$ cat src/logic/pmc_pkg.sv
package pmc_pkg;
  // ==========================================================
  // register indexes (byte address is four times the index)
  localparam logic [23:0] IDX_CLOCK_RESET_CONTROL = 24'hfffc40;
  localparam logic [23:0] IDX_SLOW_CLOCK_DIVISOR  = 24'hfffc44;
  localparam logic [23:0] IDX_AUX_CLOCK_DIVISORS  = 24'hfffc46;
  localparam logic [23:0] IDX_POWER_MODE_CONTROL  = 24'hfffc60;
  localparam logic [23:0] IDX_POWER_MODE_STATUS   = 24'hfffc62;
  localparam logic [23:0] IDX_HW_CLOCK_CONTROL    = 24'hfffc64;
  // ==========================================================
  // reset values
  localparam logic [7:0] SLOW_DIV_RESET = 8'hb6;
  localparam logic [7:0] AUX_DIV_RESET  = 8'hff;
  // ==========================================================
  // clock_reset_control fields
  localparam int CRC_SCLK   = 0;
  localparam int CRC_FCLK   = 1;
  localparam int CRC_PLL_POWER_DOWN = 2;
  localparam int CRC_ACE1   = 3;
  localparam int CRC_ACE2   = 4;
  localparam int CRC_POR    = 5;
  localparam logic [5:0] CRC_RESET = 6'h26;
  // ==========================================================
  // power_mode_control fields
  localparam int PMC_PSM   = 0;
  localparam int PMC_IDLE  = 1;
  localparam int PMC_HALT  = 2;
  localparam int PMC_WAIT_BEFORE_POWER_SAVE = 3;
  localparam int PMC_DMC   = 4;
  localparam int PMC_DHC   = 5;
  // power_mode_status fields
  localparam int PMS_OLC = 0;
  localparam int PMS_OMC = 1;
  localparam int PMS_OHC = 2;
  // aux divisor field positions
  localparam int AUX1_LSB = 0;
  localparam int AUX2_LSB = 4;
  localparam int AUX_W    = 4;
  // ==========================================================
  typedef enum logic [2:0] {
    MODE_ACTIVE,
    MODE_PSAVE,
    MODE_IDLE,
    MODE_HALT,
    MODE_HALT_EXIT
  } pmc_mode_t;
endpackage : pmc_pkg

$ cat src/logic/pmc_top.sv
// Decided for this implementation: register access over AHB-Lite.
`timescale 1ns/10ps
`default_nettype none
module pmc_top (
  input  wire logic        hclk,             // bus and main clock
  input  wire logic        hresetn,          // async reset, active low
  input  wire logic        hsel,             // slave select
  input  wire logic [31:0] haddr,            // byte address
  input  wire logic [1:0]  htrans,           // transfer type
  input  wire logic        hwrite,           // write when high
  input  wire logic [2:0]  hsize,            // transfer size
  input  wire logic [31:0] hwdata,           // write data
  input  wire logic        hready,           // bus ready
  output logic      [31:0] hrdata,           // read data
  output logic             hreadyout,        // slave ready
  output logic             hresp,            // always okay
  input  wire logic        low_osc_clk,      // 32.768 khz oscillator pin
  input  wire logic        low_osc_stable,   // low oscillator good, pin
  input  wire logic        main_osc_stable,  // main oscillator good, pin
  input  wire logic        pll_stable,       // pll locked, pin
  input  wire logic        wait_exec,        // cpu executes wait, pulse
  input  wire logic        interrupt_req,    // interrupt pending, level
  input  wire logic        wakeup_event,     // wakeup_unit event, pulse
  input  wire logic        hcc_main_off,     // hw clock control main off
  input  wire logic        hcc_pll_off,      // hw clock control pll off
  output logic             main_osc_enable,  // main oscillator enable
  output logic             pll_enable,       // pll enable
  output logic             sys_clk_en,       // system clock running
  output logic             sys_clk_slow,     // system clock is slow clock
  output logic             sys_clk_pll,      // system clock from pll
  output logic             cpu_clk_en,       // cpu clock enable
  output logic             periph_clk_en,    // other system modules
  output logic             pll_clk_en,       // pll-clocked modules
  output logic             wakeup_clk_en,    // wakeup_unit clock
  output logic             slow_tick,        // slow clock enable pulse
  output logic             twm_tick,         // timer_watchdog_unit pulse
  output logic             aux1_tick,        // aux clock 1 pulse
  output logic             aux2_tick,        // aux clock 2 pulse
  output logic             adc_tick,         // converter clock pulse
  output logic [2:0]       power_mode        // current mode code
);
  // ==========================================================
  // pin synchronisers
  logic [3:0] sync_a;
  logic [3:0] sync_b;
  always_ff @(posedge hclk or negedge hresetn) begin
    if (!hresetn) begin
      sync_a <= 4'h0;
      sync_b <= 4'h0;
    end else begin
      sync_a <= {low_osc_clk, pll_stable, main_osc_stable, low_osc_stable};
      sync_b <= sync_a;
    end
  end
  logic lo_ok;
  logic mo_ok;
  logic pl_ok;
  logic lo_clk;
  assign lo_ok  = sync_b[0];
  assign mo_ok  = sync_b[1];
  assign pl_ok  = sync_b[2];
  assign lo_clk = sync_b[3];
  logic lo_clk_d;
  always_ff @(posedge hclk or negedge hresetn) begin
    if (!hresetn) begin
      lo_clk_d <= 1'b0;
    end else begin
      lo_clk_d <= lo_clk;
    end
  end
  // ==========================================================
  // registers
  logic [7:0] slow_clock_divisor;
  logic [7:0] aux_clock_divisors;
  logic [5:0] clock_reset_control;
  logic [5:0] power_mode_control;
  logic       hcc_enable;
  pmc_pkg::pmc_mode_t mode;
  // ==========================================================
  // ahb-lite slave: writes in data phase, reads take one wait state
  logic        dp_valid;
  logic        dp_write;
  logic [31:0] dp_addr;
  logic        rd_wait;
  logic        addr_ok;

  function automatic logic hit(input logic [31:0] a, input logic [23:0] idx);
    hit = (a[31:26] == 6'h00) && (a[25:2] == idx) && (a[1:0] == 2'b00);
  endfunction : hit
  always_ff @(posedge hclk or negedge hresetn) begin
    if (!hresetn) begin
      dp_valid <= 1'b0;
      dp_write <= 1'b0;
      dp_addr  <= 32'h0;
    end else if (hready) begin
      dp_valid <= hsel && htrans[1];
      dp_write <= hwrite;
      dp_addr  <= haddr;
    end
  end

  always_ff @(posedge hclk or negedge hresetn) begin
    if (!hresetn) begin
      rd_wait <= 1'b0;
    end else begin
      rd_wait <= dp_valid && !dp_write && !rd_wait;
    end
  end
  assign hreadyout = !(dp_valid && !dp_write && !rd_wait);
  assign hresp     = 1'b0;
  assign addr_ok   = hsize == 3'b010;
  logic wr_en;
  logic [7:0] wd;
  assign wr_en = dp_valid && dp_write;
  assign wd    = hwdata[7:0];
  logic wr_crc;
  logic wr_sdiv;
  logic wr_adiv;
  logic wr_pmc;
  logic wr_hcc;
  assign wr_crc  = wr_en && hit(dp_addr, pmc_pkg::IDX_CLOCK_RESET_CONTROL);
  assign wr_sdiv = wr_en && hit(dp_addr, pmc_pkg::IDX_SLOW_CLOCK_DIVISOR);
  assign wr_adiv = wr_en && hit(dp_addr, pmc_pkg::IDX_AUX_CLOCK_DIVISORS);
  assign wr_pmc  = wr_en && hit(dp_addr, pmc_pkg::IDX_POWER_MODE_CONTROL);
  assign wr_hcc  = wr_en && hit(dp_addr, pmc_pkg::IDX_HW_CLOCK_CONTROL);
  logic [7:0] status;
  assign status = {5'h00, (pl_ok || !pll_enable), mo_ok, lo_ok};
  logic [7:0] next_rdata;
  always_comb begin
    next_rdata = 8'h00;
    if (hit(dp_addr, pmc_pkg::IDX_CLOCK_RESET_CONTROL)) begin
      next_rdata = {2'b00, clock_reset_control};
    end else if (hit(dp_addr, pmc_pkg::IDX_SLOW_CLOCK_DIVISOR)) begin
      next_rdata = slow_clock_divisor;
    end else if (hit(dp_addr, pmc_pkg::IDX_AUX_CLOCK_DIVISORS)) begin
      next_rdata = aux_clock_divisors;
    end else if (hit(dp_addr, pmc_pkg::IDX_POWER_MODE_CONTROL)) begin
      next_rdata = {2'b00, power_mode_control};
    end else if (hit(dp_addr, pmc_pkg::IDX_POWER_MODE_STATUS)) begin
      next_rdata = status;
    end else if (hit(dp_addr, pmc_pkg::IDX_HW_CLOCK_CONTROL)) begin
      next_rdata = {7'h00, hcc_enable};
    end
  end

  always_ff @(posedge hclk or negedge hresetn) begin
    if (!hresetn) begin
      hrdata <= 32'h0;
    end else if (dp_valid && !dp_write && !rd_wait) begin
      hrdata <= {24'h000000, next_rdata};
    end
  end

  // ==========================================================
  // divisor and clock control registers
  always_ff @(posedge hclk or negedge hresetn) begin
    if (!hresetn) begin
      slow_clock_divisor <= pmc_pkg::SLOW_DIV_RESET;
      aux_clock_divisors <= pmc_pkg::AUX_DIV_RESET;
      hcc_enable         <= 1'b0;
    end else begin
      if (wr_sdiv) begin
        slow_clock_divisor <= wd;
      end
      if (wr_adiv) begin
        aux_clock_divisors <= wd;
      end
      if (wr_hcc) begin
        hcc_enable <= wd[0];
      end
    end
  end

  // fclk may only leave main clock with pll up and stable; pll_power_down
  // may only be set while main clock is the source
  always_ff @(posedge hclk or negedge hresetn) begin
    if (!hresetn) begin
      clock_reset_control <= pmc_pkg::CRC_RESET;
    end else if (wr_crc) begin
      clock_reset_control[pmc_pkg::CRC_SCLK] <= wd[pmc_pkg::CRC_SCLK];
      clock_reset_control[pmc_pkg::CRC_ACE1] <= wd[pmc_pkg::CRC_ACE1];
      clock_reset_control[pmc_pkg::CRC_ACE2] <= wd[pmc_pkg::CRC_ACE2];
      if (wd[pmc_pkg::CRC_FCLK] || (!clock_reset_control[pmc_pkg::CRC_PLL_POWER_DOWN] && pl_ok)) begin
        clock_reset_control[pmc_pkg::CRC_FCLK] <= wd[pmc_pkg::CRC_FCLK];
      end
      if (!wd[pmc_pkg::CRC_PLL_POWER_DOWN] || clock_reset_control[pmc_pkg::CRC_FCLK]) begin
        clock_reset_control[pmc_pkg::CRC_PLL_POWER_DOWN] <= wd[pmc_pkg::CRC_PLL_POWER_DOWN];
      end
      if (!wd[pmc_pkg::CRC_POR]) begin
        clock_reset_control[pmc_pkg::CRC_POR] <= 1'b0;
      end
    end
  end
  logic sclk_low;
  logic pll_power_down;
  assign sclk_low = clock_reset_control[pmc_pkg::CRC_SCLK];
  assign pll_power_down   = clock_reset_control[pmc_pkg::CRC_PLL_POWER_DOWN];

  // ==========================================================
  // power manager
  logic wait_before_power_save;
  logic main_osc_disable;
  logic pll_lowpower_disable;
  assign wait_before_power_save = power_mode_control[pmc_pkg::PMC_WAIT_BEFORE_POWER_SAVE];
  assign main_osc_disable   = power_mode_control[pmc_pkg::PMC_DMC];
  assign pll_lowpower_disable   = power_mode_control[pmc_pkg::PMC_DHC];
  logic [2:0] req_bits;
  assign req_bits = power_mode_control[2:0];

  always_ff @(posedge hclk or negedge hresetn) begin
    if (!hresetn) begin
      mode               <= pmc_pkg::MODE_ACTIVE;
      power_mode_control <= 6'h00;
    end else begin
      case (mode)
        pmc_pkg::MODE_ACTIVE: begin
          if (wr_pmc) begin
            power_mode_control[pmc_pkg::PMC_WAIT_BEFORE_POWER_SAVE] <= wd[pmc_pkg::PMC_WAIT_BEFORE_POWER_SAVE];
            power_mode_control[pmc_pkg::PMC_DMC]   <= wd[pmc_pkg::PMC_DMC];
            power_mode_control[pmc_pkg::PMC_DHC]   <= wd[pmc_pkg::PMC_DHC];
            if (lo_ok) begin
              if (wd[pmc_pkg::PMC_WAIT_BEFORE_POWER_SAVE]) begin
                power_mode_control[2:0] <= wd[2:0];
              end else if (wd[pmc_pkg::PMC_PSM]) begin
                power_mode_control[pmc_pkg::PMC_PSM] <= 1'b1;
                mode <= pmc_pkg::MODE_PSAVE;
              end
            end
          end else if (wakeup_event) begin
            power_mode_control[2:0] <= 3'b000;
          end else if (wait_exec && wait_before_power_save && lo_ok) begin
            if (req_bits[pmc_pkg::PMC_HALT]) begin
              mode <= pmc_pkg::MODE_HALT;
            end else if (req_bits[pmc_pkg::PMC_IDLE]) begin
              mode <= pmc_pkg::MODE_IDLE;
            end else if (req_bits[pmc_pkg::PMC_PSM]) begin
              mode <= pmc_pkg::MODE_PSAVE;
            end
          end
        end
        pmc_pkg::MODE_PSAVE, pmc_pkg::MODE_IDLE: begin
          if (wakeup_event) begin
            power_mode_control[2:0]              <= 3'b000;
            power_mode_control[pmc_pkg::PMC_DMC] <= 1'b0;
            power_mode_control[pmc_pkg::PMC_DHC] <= 1'b0;
          end else if (wr_pmc) begin
            power_mode_control <= wd[5:0];
          end
          // leave only once the main oscillator is back
          if (power_mode_control[2:0] == 3'b000 && mo_ok) begin
            mode <= pmc_pkg::MODE_ACTIVE;
          end
        end
        pmc_pkg::MODE_HALT: begin
          if (wakeup_event) begin
            power_mode_control[pmc_pkg::PMC_DMC] <= 1'b0;
            power_mode_control[pmc_pkg::PMC_DHC] <= 1'b0;
            mode <= pmc_pkg::MODE_HALT_EXIT;
          end else if (wr_pmc) begin
            power_mode_control <= wd[5:0];
          end
        end
        pmc_pkg::MODE_HALT_EXIT: begin
          if (mo_ok) begin
            power_mode_control[2:0] <= 3'b000;
            mode <= pmc_pkg::MODE_ACTIVE;
          end
        end
        default: begin
          mode <= pmc_pkg::MODE_ACTIVE;
        end
      endcase
    end
  end
  assign power_mode = mode;
  logic low_mode;
  logic in_halt;
  assign low_mode = (mode == pmc_pkg::MODE_PSAVE) || (mode == pmc_pkg::MODE_IDLE);
  assign in_halt  = (mode == pmc_pkg::MODE_HALT);

  // ==========================================================
  // oscillator and pll control
  // in power save and idle a disable bit (main only with sclk low) or hardware control switches off; forced in active and halt
  always_comb begin
    main_osc_enable = 1'b1;
    pll_enable      = !pll_power_down;
    if (in_halt) begin
      main_osc_enable = 1'b0;
      pll_enable      = 1'b0;
    end else if (low_mode) begin
      if ((main_osc_disable && sclk_low) || (hcc_enable && hcc_main_off)) begin
        main_osc_enable = 1'b0;
      end
      if (pll_lowpower_disable || (hcc_enable && hcc_pll_off) || pll_power_down) begin
        pll_enable = 1'b0;
      end
    end
  end
  logic main_run;
  assign main_run = main_osc_enable && mo_ok;
  // ==========================================================
  // cpu wait stall
  logic cpu_stall;
  always_ff @(posedge hclk or negedge hresetn) begin
    if (!hresetn) begin
      cpu_stall <= 1'b0;
    end else if (wait_exec) begin
      cpu_stall <= 1'b1;
    end else if (interrupt_req) begin
      cpu_stall <= 1'b0;
    end
  end

  // ==========================================================
  // slow prescaler: period reloads at its end so no runt pulse
  logic [8:0] slow_cnt;
  logic       pre_tick;
  assign pre_tick = main_run && (slow_cnt == 9'h000);
  always_ff @(posedge hclk or negedge hresetn) begin
    if (!hresetn) begin
      slow_cnt <= {pmc_pkg::SLOW_DIV_RESET, 1'b1};
    end else if (main_run) begin
      if (slow_cnt == 9'h000) begin
        slow_cnt <= {slow_clock_divisor, 1'b1};
      end else begin
        slow_cnt <= slow_cnt - 9'h001;
      end
    end
  end
  logic slow_raw;
  assign slow_raw = sclk_low ? (lo_clk && !lo_clk_d) : pre_tick;

  always_ff @(posedge hclk or negedge hresetn) begin
    if (!hresetn) begin
      slow_tick <= 1'b0;
      twm_tick  <= 1'b0;
    end else begin
      slow_tick <= slow_raw && !in_halt;
      twm_tick  <= slow_raw && !in_halt;
    end
  end
  // ==========================================================
  // aux prescalers
  logic [1:0] aux_en;
  logic [1:0] aux_hit;
  assign aux_en = {clock_reset_control[pmc_pkg::CRC_ACE2] && main_run,
                   clock_reset_control[pmc_pkg::CRC_ACE1] && main_run};

  genvar gi;
  generate
    for (gi = 0; gi < 2; gi++) begin : g_aux
      logic [pmc_pkg::AUX_W-1:0] cnt;
      logic [pmc_pkg::AUX_W-1:0] div;
      assign div        = aux_clock_divisors[gi*pmc_pkg::AUX_W +: pmc_pkg::AUX_W];
      assign aux_hit[gi] = aux_en[gi] && (cnt == '0);
      always_ff @(posedge hclk or negedge hresetn) begin
        if (!hresetn) begin
          cnt <= '1;
        end else if (aux_en[gi]) begin
          if (cnt == '0) begin
            cnt <= div;
          end else begin
            cnt <= cnt - 1'b1;
          end
        end
      end
    end
  endgenerate

  always_ff @(posedge hclk or negedge hresetn) begin
    if (!hresetn) begin
      aux1_tick <= 1'b0;
      aux2_tick <= 1'b0;
      adc_tick  <= 1'b0;
    end else begin
      aux1_tick <= aux_hit[0];
      aux2_tick <= aux_hit[1];
      adc_tick  <= aux_hit[1];
    end
  end

  // ==========================================================
  // module clock gating
  always_comb begin
    sys_clk_en    = (mode == pmc_pkg::MODE_ACTIVE) || (mode == pmc_pkg::MODE_PSAVE);
    sys_clk_slow  = (mode == pmc_pkg::MODE_PSAVE);
    sys_clk_pll   = (mode == pmc_pkg::MODE_ACTIVE)
                    && !clock_reset_control[pmc_pkg::CRC_FCLK];
    cpu_clk_en    = sys_clk_en && !cpu_stall;
    periph_clk_en = sys_clk_en;
    pll_clk_en    = pll_enable && pl_ok && !in_halt;
    wakeup_clk_en = sys_clk_en;
  end
  logic unused_ok;
  assign unused_ok = addr_ok;
endmodule : pmc_top
`default_nettype wire

$ cat config.mk
export PLATFORM = sky130hd
export DESIGN_NAME = pmc_top
export DESIGN_NICKNAME = d
export VERILOG_FILES = /design/src/logic/pmc_pkg.sv /design/src/logic/pmc_top.sv
export SDC_FILE = /design/constraint.sdc
export NUM_CORES = 1
export LEC_CHECK = 0
export BUFFER_PORTS_ARGS = -buffer_cell sky130_fd_sc_hd__buf_4
export CORE_MARGIN = 5
export CORE_UTILIZATION = 40
export CTS_CLUSTER_SIZE = 10
export DETAILED_ROUTE_END_ITERATION = 10
export REMOVE_ABC_BUFFERS = 1
export SYNTH_ARGS = -nofsm -noshare
export SYNTH_HDL_FRONTEND = slang
export SYNTH_SLANG_ARGS = --single-unit
$ cat constraint.sdc
create_clock -name hclk -period 6 [get_ports hclk]
set_input_delay 0 -clock hclk [delete_from_list [all_inputs] [get_ports hclk]]
set_output_delay 0 -clock hclk [all_outputs]
set_load 0.005 [all_outputs]
**Word-level counts from Yosys, hierarchy flattened**

Cells that the tools add are included.

- Register bits: 105
- Latch bits: 0
- Bits in writable memories: 0
- Bits in read-only memories: 0
- Input port bits: 83
- Output and inout port bits: 51
- Logic and storage cells: 178
- Memories: 0

- $add $sub $neg: 3
- Multiply operators: 0
- Divide/modulo/power cells: 0
- Magnitude comparators: 0
- Equality and inequality tests: 25
- Shifts and indexed selects: 0
- Mux-type cells: 45
- Bitwise operators: 1
- Reductions and logical operators: 77

Operators with widths:

| kind | number |
|---|---|
| 24-bit == test, second input constant | 6 |
| 3-bit two-way mux | 18 |
| 1-bit logical AND | 40 |
| 8-bit two-way mux | 3 |
| 3-bit case mux with 4 select lines | 2 |
| 3-bit != test, second input constant | 7 |
| 1-bit two-way mux | 13 |
| 4-bit two-way mux | 3 |
| 6-bit two-way mux | 2 |
| 2-bit != test, second input constant | 6 |
| 6-bit AND reduction | 2 |
| 1-bit zero test | 10 |
| 9-bit zero test | 1 |
| 9-bit two-way mux | 1 |
| 3-bit case mux with 3 select lines | 1 |
| 9-bit AND reduction | 1 |
| 9-bit by 1-bit subtractor with 9-bit output, second input constant | 1 |
| 4-bit zero test | 2 |
| 1-bit logical OR | 8 |
| 2-bit AND reduction | 4 |
| 4-bit by 1-bit subtractor with 4-bit output, second input constant | 2 |
| 3-bit by 2-bit == test with 1-bit output, second input constant | 2 |
| 3-bit zero test | 2 |
| 6-bit zero test | 1 |
| 12 further kinds | 13 |

**Longest topological paths before layout**

Gate-level depths: netlist of run 1.

- Depth after elaboration: 13
- Gate-level depth with buffers: 8
- Mapped depth without buffers: 7

**Least setup slack after synthesis of run 1**

Ideal clock, no wire load.

- Path type: register -> register
- Start: register dp_addr[9]
- End: register power_mode_control[3]
- Setup time: 0.125 ns
- Data arrival time: 2.070 ns
- Data required time: 5.875 ns
- Setup slack: 3.805 ns
- Cell stages (with the launch flop): 6
- Path buffers: 0
- Clock period less this slack: 2.195 ns
- Cells stage by stage: dfrtp_1 -> or4b_4 -> nor4_4 -> nand4_1 -> nor2_1 -> mux2_2

- Longest elaborated chain between the ends: 7
- Elaborated cells on any way between the ends: 10
- Classes of those cells: eq/ne (2); mux (4); reduce/logical (4)

RTL lines:

| element | RTL line | text |
|---|---|---|
| start, declared | pmc_top.sv:83 | `logic [31:0] dp_addr;` |
| start signal, assigned | pmc_top.sv:98 | `dp_addr <= haddr;` |
| 24-bit == test * | pmc_top.sv:88 | `hit = (a[31:26] == 6'h00) && (a[25:2] == idx) && (a[1:0] == 2'b00);` |
| 1-bit logical AND * (2 in a row) | pmc_top.sv:88 |  |
| 1-bit logical AND * | pmc_top.sv:124 | `assign wr_pmc = wr_en && hit(dp_addr, pmc_pkg::IDX_POWER_MODE_CONTROL);` |
| 6-bit two-way mux | n/a |  |
| 4-bit two-way mux / 1-bit two-way mux (equally long branches) | n/a |  |
| 3-bit case mux with 3 select lines | n/a |  |
| end signal, assigned by index | pmc_top.sv:218 | `power_mode_control[pmc_pkg::PMC_WAIT_BEFORE_POWER_SAVE] <= wd[pmc_pkg::PMC_WAIT_BEFORE_POWER_SAVE];` |
| end signal, assigned by index | pmc_top.sv:219 | `power_mode_control[pmc_pkg::PMC_DMC] <= wd[pmc_pkg::PMC_DMC];` |
| end signal, assigned by index | pmc_top.sv:220 | `power_mode_control[pmc_pkg::PMC_DHC] <= wd[pmc_pkg::PMC_DHC];` |
| end, declared | pmc_top.sv:76 | `logic [5:0] power_mode_control;` |

Every way passes the cells marked *; elsewhere a longest branch is shown, timed or not. The select of a mux whose other input is x is not followed.
A chain may end at the register's enable or synchronous reset.

**Final worst setup path of run 1**

- Start: register dp_addr[2]
- End: register slow_clock_divisor[6]

- Longest elaborated chain between the ends: 4

RTL lines:

| element | RTL line | text |
|---|---|---|
| 24-bit == test | pmc_top.sv:88 |  |
| 1-bit logical AND (2 in a row) | pmc_top.sv:88 |  |
| 1-bit logical AND | pmc_top.sv:122 | `assign wr_sdiv = wr_en && hit(dp_addr, pmc_pkg::IDX_SLOW_CLOCK_DIVISOR);` |
| end signal, assigned | pmc_top.sv:158 | `slow_clock_divisor <= pmc_pkg::SLOW_DIV_RESET;` |
| end signal, assigned | pmc_top.sv:163 | `slow_clock_divisor <= wd;` |
| end, declared | pmc_top.sv:73 | `logic [7:0] slow_clock_divisor;` |

Every way passes these cells.

==> results of run 1 <==
[kinds of logic (layout without fill, tap and decap cells)]
kind of cell,Yosys count,in the layout,synth area share
compound gates,110,110,0.141
flops,105,105,0.516
xor+xnor,1,1,0.00170
fa+ha+maj,5,5,0.0111
simple gates,127,127,0.137
mux,57,57,0.123
other cells,1,25,0.000726
buf+inv,67,168,0.0700
[cell usage in the layout (no fill, tap or decap), types with 4 or more instances in the layout]
cell / instances
or4_1: 5
nand4_1: 4
mux2i_1: 6
a22oi_1: 9
buf_4: 81
a21oi_1: 19
nor2_1: 27
o21ai_0: 32
nor4_1: 6
dfrtp_1: 75
o31ai_1: 7
nand3_1: 5
or3_1: 6
o22ai_1: 4
nor2b_1: 4
nor3_1: 15
conb_1: 25
inv_1: 20
dfstp_2: 30
a22o_1: 6
mux2_2: 51
dlygate4sd3_1: 51
clkbuf_16: 9
nand2_1: 29
[metal layers]
layer | global-route usage | wire length (um)
met5 | 0 | 0
met3 | 0.0386 | 716
met2 | 0.279 | 5960
met1 | 0.231 | 5600
met4 | 0.0360 | 97
[layout make-up]
class	count	area share
clock inverters	4	0.00816
inverters	20	0.0114
well taps	172	0.0327
multi-input cells	325	0.338
repair buffers	132	0.170
flip-flops and latches	105	0.404
clock buffers	12	0.0359
[where the power goes]
part | internal [uW] | switching (uW)
Clock | 326 | 259
Combinational | 154 | 145
Sequential | 826 | 78.1
Total | 1310 | 482
[state kept, by name (all words and copies together) (netlist names), 3 cells and up]
signal,count
dp_addr,32
slow_cnt,9
aux_clock_divisors,8
g_aux.cnt,8
hrdata,8
slow_clock_divisor,8
clock_reset_control,6
power_mode_control,6
sync_a,4
sync_b,4
power_mode,3
[how the worst min path moves through the flow]
stage                        to  slack (ps)     from
floorplan              adc_tick        -300  hresetn
global placement    dp_addr[25]         -80  hresetn
detailed placement  dp_addr[25]         -80  hresetn
CTS                 dp_addr[27]         120  hresetn
global route        dp_addr[22]         150  hresetn
finish              dp_addr[20]         120  hresetn
[per-stage QoR]
stage	worst slack (ps)	area, um2
2_1_floorplan	3800	4970
4_1_cts	3350	6590
3_3_place_gp	3370	5790
5_1_grt	3150	6590
6_report	3340	6590
3_5_place_dp	3370	5790
==> metrics.md, run 1 <==
| Metric | Value |
|---|---|
| Avg Cell Area, Syn | `between 10 and 15 um2` |
| Worst Setup EP | `slow_clock_divisor[6]` |
| Die W | `approximately 120 um` |
| Clock Pin Slew Worst Setup and Hold Paths | `about 70 ps` |
| Die Height | `between 100 and 150 um` |
| Final Cycle Share | `0.444` |
| Yosys top cell by area | `dfrtp_1` |
| Worst-path cell chain | `or4_1 -> nor3b_1 -> nand4_2 -> mux2_2` |
| Most numerous cell in the Yosys netlist | `dfrtp_1` |
| Reg2reg start | `dp_addr[2]` |
| Detail Route Antenna Nets | `0` |
| Post-synth EDFFs | `0` |
| Setup Skew | `10.1 ps` |
| #FFs+latches synth | `about 110` |
| Worst vdd ir | `between 150 and 200 uV` |
| Setup violators final | `0` |
| CTS root buf | `clkbuf_16` |
| Clock Latency Late Sink | `340 ps` |
| Post-synth top cells | `dfrtp_1, mux2_2, o21ai_0` |
| Leak pwr | `0.00285 uW` |
| # clock sinks | `~110` |
| Worst path max stage delay | `660 ps` |
| FF+latch area | `0.00267 mm2` |
| Total track usage | `0.170` |
| Register area share after synthesis | `0.516` |
| Vias per cell | `5.18` |
| Wire per inst | `roughly 16 um` |
| Synth Warn # | `0` |
| Count of input and output buffers | `80` |
| 1st-iter DRT viols | `289` |
| Post-CTS setup buffer count | `0` |
| Finished Layout Cells | `770` |
| CTS max path bufs | `2` |
| Critical path class | `reg2reg` |
| Layout cell share with drive strength beyond 1 | `0.311` |
| Ys flop type | `dfrtp_1` |
| Routed WL | `12,400 um` |
| Initial core utilization | `0.409` |
| First-pass GRT wire length | `~20,000 um` |
| Core area | `about 0.013 mm2` |
| CP startpoint kind | `flop` |
| CTS tree | `done` |
| DR vias | `3,992` |
| Final #Nets | `slightly below 700` |
| Synth top area cells | `dfrtp_1, dfstp_2, mux2_2, buf_4, o21ai_0` |
| RSZ-0062 raised after global routing | `false` |
| Rows | `41` |
| Initial antenna violation count | `0` |
| Worst Path Required | `6220 ps` |
| Max-cap violations | `0` |
| Status | `finished clean` |
| Ant diodes | `0` |
| Max Slew Vio Count | `0` |
| Grt ovf | `0` |
| Fmax | `~380 MHz` |
| Slew Limit Headroom | `0.250` |
| Detail Placement HPWL | `about 8800 um` |
| I/O pin cnt | `134` |
| Tmin final | `around 2700 ps` |
| CTS Hold Bufs | `51` |
| # DRC | `0` |
| Layout fillers | `1,156` |
| Crit path from | `dp_addr[2]` |
| Crit path max fanout | `10` |
| CTS buffer count | `9` |
| CP arrival | `2890 ps` |
| CP endpoint kind | `flop` |
| Final hold viol count | `0` |
| Critical path's top delay family | `simple AND/OR/NAND/NOR gates` |
| Worst Reg-to-Reg Cells | `4` |
| DR pass1 iterations | `4` |
| Post-cts resize count | `0` |
| Gpl congestion | `0.846` |
| Mapped Cells | `473` |
| Final core utilization | `0.522` |
| Area of the multi-input gates | `0.00223 mm2` |
| Syn-to-layout area delta | `27.7%` |
| Worst reg2reg setup slack | `approximately 3300 ps` |
| Worst-margin pin slew | `between 1000 and 1500 ps` |
| Minimum hold slack | `118 ps` |
| Yosys top cell area share | `0.364` |
| Placed cells | `~700` |
| Power, Total | `1790 uW` |
| Synth unique cells | `64` |
| HP Class | `in2async` |
| H-tree depth | `3` |
| Buf/Inv on CP | `0` |
| Setup TNS | `0 ps` |
| Vias in the first global route | `3,988` |
| Synthesized area | `approximately 0.0052 mm2` |
| Cell Pwr Density | `271 mW/mm2` |
| Die Footprint | `0.0153 mm2` |
| R2R Path End | `slow_clock_divisor[6]` |
| CP max stage cell | `or4_1` |
| Stages on worst setup path | `4` |
| Async set-reset flop share out of synthesis | `1.00` |
| Largest net degree at the start of global routing | `81` |
Power figures use the tool's default switching activity.
==> inputs of run 2 (changes only) <==
--- a/config.mk
+++ b/config.mk
@@ -10,6 +10,7 @@
 export CORE_UTILIZATION = 40
 export CTS_CLUSTER_SIZE = 10
 export DETAILED_ROUTE_END_ITERATION = 10
+export PLACE_DENSITY = 0.66
 export REMOVE_ABC_BUFFERS = 1
 export SYNTH_ARGS = -nofsm -noshare
 export SYNTH_HDL_FRONTEND = slang
==> constraint.sdc (replaced) <==
create_clock -name hclk -period 2.4 [get_ports hclk]
set_input_delay 0 -clock hclk [delete_from_list [all_inputs] [get_ports hclk]]
set_output_delay 0 -clock hclk [all_outputs]
set_load 0.005 [all_outputs]
==> run 2 against run 1 <==
Utilization up 0.82 points; clock-buffer cell count unchanged; clock power rose to 2.5 times the previous value; sequential cell count unchanged; register-to-register slack worse by 3300 ps; setup slack worse by 3300 ps; sequential power rose to 2.5 times the previous value; wire length up 1.7%; design area up 1.6%; largest power group unchanged.
==> metrics.md, run 2 (synthesis gave the netlist of run 1 again) <==
| Metric | Value |
|---|---|
| CP endpoint kind | `flop` |
| CP startpoint kind | `flop` |
| Worst Setup EP | `slow_clock_divisor[3]` |
| Final hold viol count | `0 (unchanged)` |
| Die W | `124 um (unchanged)` |
| CTS max path bufs | `2 (unchanged)` |
| Slew Limit Headroom | `0.512 (+0.262)` |
| Critical path class | `reg2reg` |
| DR vias | `4,110 (+3.0%)` |
| # DRC | `0 (unchanged)` |
| Commonest non-fill, non-tap cell in the layout | `buf_4` |
| Power, Total | `4500 uW (+150%)` |
| Most frequent cells in the layout | `buf_4, dfrtp_1, mux2_2, dlygate4sd3_1, o21ai_0` |
| Logic pwr share | `0.170 (+0.003)` |
| CTS Hold Bufs | `51 (unchanged)` |
| Wire per inst | `16.1 um (+0.27%)` |
| HP Class | `in2reg` |
| 1st-iter DRT viols | `201 (-30%)` |
| Routed WL | `12,600 um (+1.7%)` |
| Vias per cell | `5.26 (+1.5%)` |
| Detail Placement HPWL | `9060 um (+2.7%)` |
| Crit path max fanout | `10 (unchanged)` |
| Pre-CTS WS | `121 ps (-3250 ps)` |
| Status | `finished clean` |
| CP max stage cell | `or4_1` |
| Int Pwr | `3300 uW (+150%)` |
| Final Cycle Share | `0.969 (+0.525)` |
| Fmax | `430 MHz (+15%)` |
| Tmin final | `2330 ps (-337 ps)` |
| Setup Skew | `7.90 ps (-2.20 ps)` |
| Switching Fraction | `0.268 (-0.00158)` |
| CTS buffer count | `9 (unchanged)` |
| Die Height | `124 um (unchanged)` |
| Clock Latency Late Sink | `350 ps (about the same)` |
| # clock sinks | `105 (unchanged)` |
| Crit path from | `dp_addr[2]` |
| Worst reg2reg setup slack | `70 ps (-3260 ps)` |
| Cell Pwr Density | `673 mW/mm2 (+150%)` |
| R2R Path End | `slow_clock_divisor[3]` |
| Count of input and output buffers | `80 (unchanged)` |
| PnR worst setup slack | `74.8 ps (-3260 ps)` |
| Layout cell share with drive strength beyond 1 | `0.325 (+0.0141)` |
| CTS root buf | `clkbuf_16` |
| Syn-to-layout area delta | `29.7%` |
| H-tree depth | `3 (unchanged)` |
| Clock Pin Slew Worst Setup and Hold Paths | `70 ps (about the same)` |
| Setup violators final | `0 (unchanged)` |
| Worst Reg-to-Reg Cells | `4 (unchanged)` |
| Worst-path cell chain | `or4_1 -> nor3b_1 -> nand4_2 -> mux2_2` |
| Detail Route Antenna Nets | `0 (unchanged)` |
| Worst vdd ir | `484 uV (+220%)` |
| I/O pin cnt | `134 (unchanged)` |
| CTS tree | `done` |
| Worst path max stage delay | `650 ps (about the same)` |
| Setup TNS | `0 ps (unchanged)` |
| CP arrival | `2560 ps (-330 ps)` |
| Buf/Inv on CP | `0 (unchanged)` |
| Max-cap violations | `0 (unchanged)` |
| Final #Nets | `690 (+1.6%)` |
| Largest net degree at the start of global routing | `56 (-31%)` |
| Core area | `0.0126 mm2 (unchanged)` |
| Leak pwr | `0.00292 uW (+2.2%)` |
| Vias in the first global route | `4,205 (+5.4%)` |
| Seq pwr share | `0.502 (-0.003)` |
| Reg2reg start | `dp_addr[2]` |
| Initial antenna violation count | `0 (unchanged)` |
| Largest regs | `dp_addr: 32 flops, slow_cnt: 9 flops` |
| Critical path's top delay family | `simple AND/OR/NAND/NOR gates` |
| Clock network power share | `0.329 (+0.002)` |
| Initial core utilization | `0.409 (unchanged)` |
| Gpl congestion | `0.877 (+3.6%)` |
| Rows | `41 (unchanged)` |
| DR pass1 iterations | `4 (unchanged)` |
| Ant diodes | `0 (unchanged)` |
| RSZ-0062 raised after global routing | `false` |
| Grt ovf | `0 (unchanged)` |
| Register with the most flip-flops | `dp_addr` |
| Total track usage | `0.173 (+0.00332)` |
| Largest register FFs | `32 (unchanged)` |
| Worst Path Required | `2630 ps (-3590 ps)` |
| Post-CTS setup buffer count | `0 (unchanged)` |
| Die Footprint | `0.0153 mm2 (unchanged)` |
| First-pass GRT wire length | `20,600 um (+2.3%)` |
| Net load switching power | `1210 uW (+150%)` |
| Stages on worst setup path | `4 (unchanged)` |
| Max Slew Vio Count | `0 (unchanged)` |
| Worst-margin pin slew | `729 ps (-388 ps)` |
| Post-cts resize count | `0 (unchanged)` |
run 2: metal layers:
layer  part of all wire  global-route usage  vias up  routed length, um
met5                  0                   0        -                  0
met4              0.020              0.0567        0                249
met3              0.047              0.0427       22                596
met2               0.50               0.294      109               6340
met1               0.43               0.217     2047               5400
li1                   -                   -     1932                  -
run 2: cell type report:
type	count	area [um2]
clock buffer	12	246
clock inverter	4	52.6
fill	1150	5930
inverter	20	75.1
multi-input combinational	325	2230
sequential	105	2670
tap	172	215
timing repair buffer	143	1210
run 2: worst min-delay path by stage:
stage / to / cells after the start / from / slack [ps]
after global placement: cpu_stall / 1 / hresetn / 60
after detailed placement: cpu_stall / 1 / hresetn / 70
final: dp_addr[7] / 3 / hready / 120
after CTS: dp_addr[7] / 3 / hready / 110
after global routing: dp_addr[7] / 3 / hready / 160
after floorplan: adc_tick / 0 / hresetn / -300
run 2: power groups by stage:
stage	Combinational, uW	Sequential, uW	Clock [uW]
floorplan	458	2230	0
global placement	662	2270	0
detailed placement	705	2290	0
CTS	771	2260	1530
global route	873	2300	1600
finish	766	2260	1480
run 2: through the flow:
step                cells   util  hold slack [ps]  area [um2]
floorplan             450      -             -296        4970
global placement      714  0.466             60.4        5880
detailed placement    714  0.466             70.8        5880
CTS                   781  0.530              107        6690
global route          781  0.530              158        6690
finish                781  0.530              123        6690
run 2: worst min-delay path: stages:
cell,delay (ps)
buf_4,250
nand2_1,100
o21ai_0,70
